## src/hdc_pkg.sv

```systemverilog
// hub descriptor configuration bank: shared offsets, reset values and types
// assumes a byte-wide configuration map reached through the serial slave port
package hdc_pkg;

    // byte offsets of the configuration map slice
    localparam logic [7:0] HDC_OFS_SP_CUR       = 8'h0e;
    localparam logic [7:0] HDC_OFS_BP_CUR       = 8'h0f;
    localparam logic [7:0] HDC_OFS_PWR_ON       = 8'h10;
    localparam logic [7:0] HDC_OFS_LANG_UPPER   = 8'h11;
    localparam logic [7:0] HDC_OFS_LANG_LOWER   = 8'h12;
    localparam logic [7:0] HDC_OFS_MAKER_LEN    = 8'h13;
    localparam logic [7:0] HDC_OFS_PRODUCT_LEN  = 8'h14;
    localparam logic [7:0] HDC_OFS_SERIAL_LEN   = 8'h15;
    localparam logic [7:0] HDC_OFS_MAKER_FIRST  = 8'h16;
    localparam logic [7:0] HDC_OFS_MAKER_LAST   = 8'h53;
    localparam logic [7:0] HDC_OFS_PRODUCT_LAST = 8'h91;

    // reset values
    localparam logic [7:0] HDC_RST_SP_CUR      = 8'h02;
    localparam logic [7:0] HDC_RST_BP_CUR      = 8'h64;
    localparam logic [7:0] HDC_RST_PWR_ON      = 8'h00;
    localparam logic [7:0] HDC_RST_LANG_UPPER  = 8'h04;
    localparam logic [7:0] HDC_RST_LANG_LOWER  = 8'h09;
    localparam logic [7:0] HDC_RST_LEN         = 8'h00;
    localparam logic [7:0] HDC_RST_TEXT        = 8'h00;

    // string storage geometry and scalar register count
    localparam int         HDC_TEXT_BYTES      = 124;
    localparam logic [6:0] HDC_STR_BYTES       = 7'h3e;
    localparam logic [4:0] HDC_LAST_CHAR       = 5'h1e;
    localparam int         HDC_SCALARS         = 8;

    typedef struct packed {
        logic       wr;
        logic       rd;
        logic [7:0] addr;
        logic [7:0] wdata;
    } hdc_cfg_req_t;

    typedef struct packed {
        logic [7:0]  self_powered_controller_current;
        logic [7:0]  bus_powered_controller_current;
        logic [7:0]  power_on_to_good_time;
        logic [15:0] language_id;
        logic [7:0]  maker_text_length;
        logic [7:0]  product_text_length;
        logic [7:0]  serial_text_length;
    } hdc_desc_values_t;

    typedef enum logic [0:0] {
        HDC_TEXT_MAKER   = 1'b0,
        HDC_TEXT_PRODUCT = 1'b1
    } hdc_text_sel_t;

    // reset value of a scalar register by its index from the first offset
    function automatic logic [7:0] hdc_scalar_reset(input logic [2:0] idx);
        logic [7:0] v;
        v = HDC_RST_LEN;
        unique case (idx)
            3'h0: v = HDC_RST_SP_CUR;
            3'h1: v = HDC_RST_BP_CUR;
            3'h2: v = HDC_RST_PWR_ON;
            3'h3: v = HDC_RST_LANG_UPPER;
            3'h4: v = HDC_RST_LANG_LOWER;
            3'h5: v = HDC_RST_LEN;
            3'h6: v = HDC_RST_LEN;
            3'h7: v = HDC_RST_LEN;
        endcase
        return v;
    endfunction

endpackage

```

## src/hdc_addr_dec.sv

```systemverilog
// hdc_addr_dec: splits a configuration map byte address into scalar and string storage hits
// assumes the address is stable for the cycle it is decoded in
`timescale 1ns/100ps
module hdc_addr_dec (
    input  wire logic [7:0] addr,
    output logic            scalar_hit,
    output logic [2:0]      scalar_idx,
    output logic            text_hit,
    output logic [6:0]      text_idx
);
    logic [7:0] scalar_off;
    logic [7:0] text_off;

    assign scalar_off = addr - hdc_pkg::HDC_OFS_SP_CUR;
    assign text_off   = addr - hdc_pkg::HDC_OFS_MAKER_FIRST;
    assign scalar_hit = (addr >= hdc_pkg::HDC_OFS_SP_CUR) && (addr <= hdc_pkg::HDC_OFS_SERIAL_LEN);
    assign scalar_idx = scalar_off[2:0];
    // both strings share one contiguous store, maker first then product
    assign text_hit   = (addr >= hdc_pkg::HDC_OFS_MAKER_FIRST) && (addr <= hdc_pkg::HDC_OFS_PRODUCT_LAST);
    assign text_idx   = text_off[6:0];
endmodule // hdc_addr_dec

```

## src/hdc_config_bank.sv

```systemverilog
// hdc_config_bank: hub descriptor slice of the byte-wide configuration map
// assumes one configuration master on the serial slave port and a descriptor engine reading values
//
// Operation
// - self-powered controller current, 8 bits in 1 mA units, resets to 02h
// - self-powered current excludes any permanently attached embedded peripheral
// - bus-powered controller current, 8 bits in 1 mA units, resets to 64h
// - power-on time, 8 bits in 2 ms units, resets to zero
// - power-on time only feeds the hub descriptor power-on-to-good field
// - language id upper register supplies bits 15:8, resets to 04h
// - language id lower register supplies bits 7:0, resets to 09h
// - maker, product, serial string lengths at 13h, 14h, 15h, reset zero
// - maker string bytes at 16h through 53h, each resets to zero
// - product string bytes at 54h through 91h, each resets to zero
// - each utf-16le character takes two addresses, low byte first
`timescale 1ns/100ps
module hdc_config_bank (
    input  wire logic                     clk,
    input  wire logic                     resetn,
    input  wire hdc_pkg::hdc_cfg_req_t    cfg_req,
    output logic [7:0]                    cfg_rdata_q,
    output logic                          cfg_rvalid_q,
    input  wire logic                     desc_rd,
    input  wire hdc_pkg::hdc_text_sel_t   desc_sel,
    input  wire logic [4:0]               desc_char_idx,
    output logic [15:0]                   desc_char_q,
    output logic                          desc_char_valid_q,
    output hdc_pkg::hdc_desc_values_t     desc_values
);
    logic [7:0]  scalar_q [hdc_pkg::HDC_SCALARS];
    logic        scalar_hit;
    logic [2:0]  scalar_idx;
    logic        text_hit;
    logic [6:0]  text_idx;
    logic        scalar_wr;
    logic        text_wr;
    logic [7:0]  text_rd_byte;
    logic [15:0] text_char;
    logic [6:0]  char_base;
    logic        char_ok;
    logic [7:0]  cfg_rdata_d;
    logic [15:0] desc_char_d;

    // first stage of the read pipelines
    logic        rd_s1_q;
    logic        rd_scalar_s1_q;
    logic        rd_text_s1_q;
    logic [7:0]  scalar_data_s1_q;
    logic        desc_rd_s1_q;
    logic        desc_ok_s1_q;

    hdc_addr_dec u_dec (
        .addr       (cfg_req.addr),
        .scalar_hit (scalar_hit),
        .scalar_idx (scalar_idx),
        .text_hit   (text_hit),
        .text_idx   (text_idx)
    );

    // writes outside 0eh..91h belong to other parts of the map and are ignored here
    assign scalar_wr = cfg_req.wr && scalar_hit;
    assign text_wr   = cfg_req.wr && text_hit;

    // a character index past the last one would run off the product string
    assign char_ok   = (desc_char_idx <= hdc_pkg::HDC_LAST_CHAR);
    assign char_base = ((desc_sel == hdc_pkg::HDC_TEXT_PRODUCT) ? hdc_pkg::HDC_STR_BYTES : 7'h00)
                       + {1'b0, desc_char_idx, 1'b0};

    hdc_text_mem u_mem (
        .clk         (clk),
        .resetn      (resetn),
        .wr_en       (text_wr),
        .wr_idx      (text_idx),
        .wr_data     (cfg_req.wdata),
        .rd_idx      (text_idx),
        .rd_data_q   (text_rd_byte),
        .char_base   (char_ok ? char_base : 7'h00),
        .char_data_q (text_char)
    );

    always_ff @(posedge clk)
    begin
        if (!resetn)
        begin
            for (int i = 0; i < hdc_pkg::HDC_SCALARS; i++)
                scalar_q[i] <= hdc_pkg::hdc_scalar_reset(3'(i));
        end
        else if (scalar_wr)
            scalar_q[scalar_idx] <= cfg_req.wdata;
    end

    // read returns the value held before a write in the same cycle
    always_ff @(posedge clk)
    begin
        if (!resetn)
        begin
            rd_s1_q          <= 1'b0;
            rd_scalar_s1_q   <= 1'b0;
            rd_text_s1_q     <= 1'b0;
            scalar_data_s1_q <= 8'h00;
            desc_rd_s1_q     <= 1'b0;
            desc_ok_s1_q     <= 1'b0;
        end
        else
        begin
            rd_s1_q          <= cfg_req.rd;
            rd_scalar_s1_q   <= cfg_req.rd && scalar_hit;
            rd_text_s1_q     <= cfg_req.rd && text_hit;
            scalar_data_s1_q <= scalar_q[scalar_idx];
            desc_rd_s1_q     <= desc_rd;
            desc_ok_s1_q     <= desc_rd && char_ok;
        end
    end

    // unmapped addresses read as zero
    assign cfg_rdata_d = rd_text_s1_q   ? text_rd_byte :
                         rd_scalar_s1_q ? scalar_data_s1_q : 8'h00;
    assign desc_char_d = desc_ok_s1_q ? text_char : 16'h0000;

    always_ff @(posedge clk)
    begin
        if (!resetn)
        begin
            cfg_rdata_q       <= 8'h00;
            cfg_rvalid_q      <= 1'b0;
            desc_char_q       <= 16'h0000;
            desc_char_valid_q <= 1'b0;
        end
        else
        begin
            cfg_rdata_q       <= cfg_rdata_d;
            cfg_rvalid_q      <= rd_s1_q;
            desc_char_q       <= desc_char_d;
            desc_char_valid_q <= desc_rd_s1_q;
        end
    end

    // descriptor values come straight from the scalar flops
    assign desc_values.self_powered_controller_current = scalar_q[0];
    assign desc_values.bus_powered_controller_current  = scalar_q[1];
    assign desc_values.power_on_to_good_time           = scalar_q[2];
    assign desc_values.language_id                     = {scalar_q[3], scalar_q[4]};
    assign desc_values.maker_text_length               = scalar_q[5];
    assign desc_values.product_text_length             = scalar_q[6];
    assign desc_values.serial_text_length              = scalar_q[7];
endmodule // hdc_config_bank

```

## src/hdc_text_mem.sv

```systemverilog
// hdc_text_mem: byte store for the maker and product strings, registered read data
// assumes write and read indices are in range; callers decode the address first
`timescale 1ns/100ps
module hdc_text_mem (
    input  wire logic        clk,
    input  wire logic        resetn,
    input  wire logic        wr_en,
    input  wire logic [6:0]  wr_idx,
    input  wire logic [7:0]  wr_data,
    input  wire logic [6:0]  rd_idx,
    output logic [7:0]       rd_data_q,
    input  wire logic [6:0]  char_base,
    output logic [15:0]      char_data_q
);
    logic [7:0] mem_q [hdc_pkg::HDC_TEXT_BYTES];
    logic [6:0] char_next;

    assign char_next = char_base + 7'h01;

    // flops rather than a ram macro: every byte must clear on reset
    always_ff @(posedge clk)
    begin
        if (!resetn)
        begin
            for (int i = 0; i < hdc_pkg::HDC_TEXT_BYTES; i++)
                mem_q[i] <= hdc_pkg::HDC_RST_TEXT;
        end
        else if (wr_en)
            mem_q[wr_idx] <= wr_data;
    end

    always_ff @(posedge clk)
    begin
        if (!resetn)
        begin
            rd_data_q   <= hdc_pkg::HDC_RST_TEXT;
            char_data_q <= {hdc_pkg::HDC_RST_TEXT, hdc_pkg::HDC_RST_TEXT};
        end
        else
        begin
            rd_data_q   <= mem_q[rd_idx];
            char_data_q <= {mem_q[char_next], mem_q[char_base]};
        end
    end
endmodule // hdc_text_mem
```

## config.mk

```make
export PLATFORM = sky130hd
export DESIGN_NAME = hdc_config_bank
export DESIGN_NICKNAME = d
export VERILOG_FILES = /design/src/hdc_pkg.sv /design/src/hdc_addr_dec.sv /design/src/hdc_config_bank.sv /design/src/hdc_text_mem.sv
export SDC_FILE = /design/constraint.sdc
export NUM_CORES = 2
export LEC_CHECK = 0
export ABC_CLOCK_PERIOD_IN_PS = 2990
export BUFFER_PORTS_ARGS = -buffer_cell sky130_fd_sc_hd__buf_4
export CORE_UTILIZATION = 39
export DETAILED_ROUTE_END_ITERATION = 7
export SETUP_SLACK_MARGIN = 0.05
export SYNTH_ARGS = -nofsm -noshare
export SYNTH_HDL_FRONTEND = slang
export SYNTH_SLANG_ARGS = --single-unit
```

## constraint.sdc

```tcl
create_clock -name clk -period 2.99 [get_ports clk]
set_clock_uncertainty 0.05 [all_clocks]
set_input_delay 0 -clock clk [delete_from_list [all_inputs] [get_ports clk]]
set_output_delay 0 -clock clk [all_outputs]
set_load 0.05 [all_outputs]
```

==> key figures <==
Status
  – Status: finished clean

Global routing
  – Largest net degree at the start of global routing: 78
  – Global route overflow: 0
  – First-pass GRT wire length: ~320,000 um
  – Initial antenna violation count: 20
  – Vias in the first global route: 42,600
  – Overall Global Routing Usage: between 20 and 30%

Route
  – Via density per instance: 6.14
  – # DRC: 0
  – Final routed wire length divided by cell count: ~32 um
  – Vias: about 44,000
  – Antenna Nets Post-Route: 0
  – WL final: roughly 230,000 um
  – Drt pass-1 iters: 6
  – DR iter-0 viols: between 6,000 and 7,000

Final layout
  – Layout cells sized above 1: 27.8%
  – Reg area: 33,900 um^2
  – Multi-input combinational cell area: 25,500 um^2
  – Area growth, synth to finish: 18.5%
  – Fin nets: 4,996
  – # fillers: 13,800

STA
  – Worst slew margin: 18.4%
  – Final Hold Fails: 0
  – Tmin final: 2.80 ns
  – Final Cycle Share: between 90% and 100%
  – Max Clock Freq: 0.357 GHz
  – RSZ-0062 raised after global routing: no
  – Worst-margin pin slew: 1.21 ns
  – Final setup viols: 0
  – Setup TNS: 0 ns
  – Slew Viols, Final: 0

Floorplanning
  – Die Wd: 399 um
  – Core Region: 156,000 um^2
  – Die height: roughly 400 um
  – Die ar.: 159,000 um^2
  – Top-Level Pins: 117
  – Initial core utilization: 39.3%
  – Row count: around 150

Yosys
  – Most used DFF post-synth: edfxtp_1
  – YS warnings: 0
  – EDFF count, synth: 1,088
  – Asr flop ratio synth: 0%
  – Syn avg cell area: 13.5 um^2
  – Distinct cells, synth: between 70 and 80
  – Seq cells post-synth: between 1,000 and 1,500
  – Mapped cell area: 61,300 um^2
  – Sequential fraction of the synthesis area: 55.3%
  – Synthesized netlist cell count: 4,555
  – Post-synthesis net count: 4,593

Worst setup path
  – CP Launch Type: input port
  – Worst path arrival time: 3.16 ns
  – Crit path max fanout: 11
  – Setup Crit Path Kind: in -> reg
  – CP endpoint kind: register
  – CP Data Required Time: 3.35 ns

Clocking
  – Clock sinks: 1,151
  – TritonCTS clock tree: yes
  – CTS Buffer Depth: 3
  – Max H-tree Level: 4
  – TritonCTS Buffers: 134
  – Clock Latency Late Sink: between 0.8 and 0.9 ns
  – CTS Root Cell: clkbuf_16
  – Clock-pin slew on the worst setup and hold paths: 0.06 ns

Pwr
  – Leakage: 26.2 nW
  – Final Power: 44.7 mW
  – Peak VDD IR: 0.529 mV
  – PD cells: 614 nW/um^2

Placed design
  – GP Congestion: 1.03
  – Hpwl dp: 167,000 um
  – Port-buffer cells: 116

Job
  – Max Cap Viol: 0

Worst hold path
  – HP Class: in -> reg
stage by stage:
stage               util [%]  setup WS (ns)  std cells  instance area (um^2)  hold slack, ns
floorplan                  -         0.0756       4555                 61300          0.0489
global placement        43.6         -0.359       6855                 68100           0.230
detailed placement      43.6         -0.382       6856                 68100           0.217
CTS                     46.5          0.107       7127                 72700          0.0152
global route            46.5         0.0507       7127                 72700          0.0855
finish                  46.6          0.191       7132                 72700          0.0651
synthesized netlist by cell type (5+ instances only):
cell / n / area share, %
edfxtp_1: 1088 / 53
and2_1: 1005 / 10
mux4_2: 387 / 14
nand2_1: 274 / 1.7
clkbuf_1: 226 / 1.4
o21ai_0: 223 / 1.8
nor2_1: 199 / 1.2
mux2i_1: 159 / 2.6
buf_2: 116 / 0.95
mux2_2: 82 / 1.5
and3_1: 75 / 0.76
dfxtp_1: 63 / 2.1
nand3_1: 55 / 0.45
a21oi_1: 53 / 0.43
a221oi_1: 41 / 0.59
o22ai_1: 40 / 0.41
nor3_1: 39 / 0.32
buf_4: 38 / 0.47
a22oi_1: 35 / 0.43
a311oi_1: 29 / 0.41
o221ai_1: 29 / 0.41
nor2_2: 27 / 0.28
a221o_1: 24 / 0.39
a31oi_1: 17 / 0.17
nand2b_1: 16 / 0.16
a211oi_1: 15 / 0.18
buf_1: 14 / 0.086
buf_6: 14 / 0.26
nand4_1: 14 / 0.14
a32o_1: 11 / 0.18
inv_1: 11 / 0.067
ha_1: 10 / 0.20
mux4_1: 10 / 0.43
o211ai_1: 10 / 0.12
o32ai_1: 7 / 0.10
a32oi_1: 6 / 0.086
buf_12: 6 / 0.20
a221oi_2: 5 / 0.12
registers in the layout, summed over array words and instances (netlist names):
register and flops:
desc_ok_s1_q 1, desc_rd_s1_q 1, scalar_q 64, rd_scalar_s1_q 1
rd_s1_q 1, u_mem.mem_q 1024, desc_char_valid_q 1, desc_char_q 16
u_mem.rd_data_q 8, cfg_rvalid_q 1, rd_text_s1_q 1, u_mem.char_data_q 16
cfg_rdata_q 8, scalar_data_s1_q 8
timing repair:
action	in CTS	in global routing
hold buffers	24	0
hold endpoints to repair	562	0
endpoints found under the setup margin	0	40
buffers inserted	0	0
gates resized for setup	0	5
layout make-up:
type	count	share of cell area [%]
antenna	5	0.0172
tap	2058	3.54
clock inverter	81	1.15
multi-input combinational	2970	35.0
sequential	1151	46.7
timing repair buffer	685	8.62
clock buffer	166	4.91
inverter	16	0.0895
worst max-delay path, stage by stage:
cell and delay (ns):
dlygate4sd3_1 0.56, buf_4 0.21, nand2_1 0.07, dlygate4sd3_1 0.55, a22o_1 0.24, nor3_2 0.15, buf_4 0.16, nand2_2 0.07
buf_12 0.17, o21ai_0 0.95
kinds of logic (layout without fill, tap and decap cells):
logic type	count (synthesis)	after routing	share of synthesized area (%)
other	0	5	0
adder cells (fa/ha/maj)	11	11	0.237
AND/OR/NAND/NOR	1718	1718	15.4
multiplexers	639	639	18.8
flip-flops	1151	1151	55.3
AO/OA/AOI/OAI	592	592	6.56
buffers and inverters	434	948	3.52
XOR/XNOR	10	10	0.180
final timing paths:
path / from / end / slack, ns / depth (start not counted)
setup / recovery: cfg_req[12] / u_mem.mem_q[74][7]$_SDFFCE_PN0P_ / 0.19 / 10
hold / removal: cfg_req[11] / scalar_q[3][6]$_SDFFCE_PN0P_ / 0.07 / 6
setup reg to reg: u_mem.mem_q[19][7]$_SDFFCE_PN0P_ / u_mem.rd_data_q[7]$_SDFF_PN0_ / 0.32 / 6
hold reg to reg: rd_s1_q$_SDFF_PN0_ / cfg_rvalid_q$_SDFF_PN0_ / 0.38 / 1
cells in the final DEF (no fill, tap or decap), types with 26 or more instances in the layout:
cell	n
o21ai_0	214
nor3_1	36
mux2i_1	159
nand3_1	55
a221oi_1	41
nand2_1	264
dfxtp_1	63
buf_4	575
and3_1	75
mux2_2	82
a311oi_1	29
nor2_2	28
mux4_2	387
clkbuf_16	137
buf_12	84
and2_1	1005
a21oi_1	52
edfxtp_1	1088
clkinv_1	26
clkbuf_1	26
a22oi_1	35
o22ai_1	39
nor2_1	196
o221ai_1	29
report_power, final:
group	switching (mW)	total, mW	internal [mW]
clock	7.09	16.6	9.54
combinational	5.38	8.92	3.54
sequential	0.646	19.1	18.5
total	13.1	44.7	31.6
layer usage:
| layer | GRT usage, % | routed length [um] | vias up |
|---|---|---|---|
| met2 | 43.7 | 102000 | 2765 |
| met1 | 38.1 | 90100 | 22300 |
| met3 | 8.00 | 25300 | 569 |
| li1 | - | - | 18100 |
| met4 | 12.9 | 11500 | 20 |
| met5 | 0 | 142 | - |
Power figures use the tool's default switching activity.
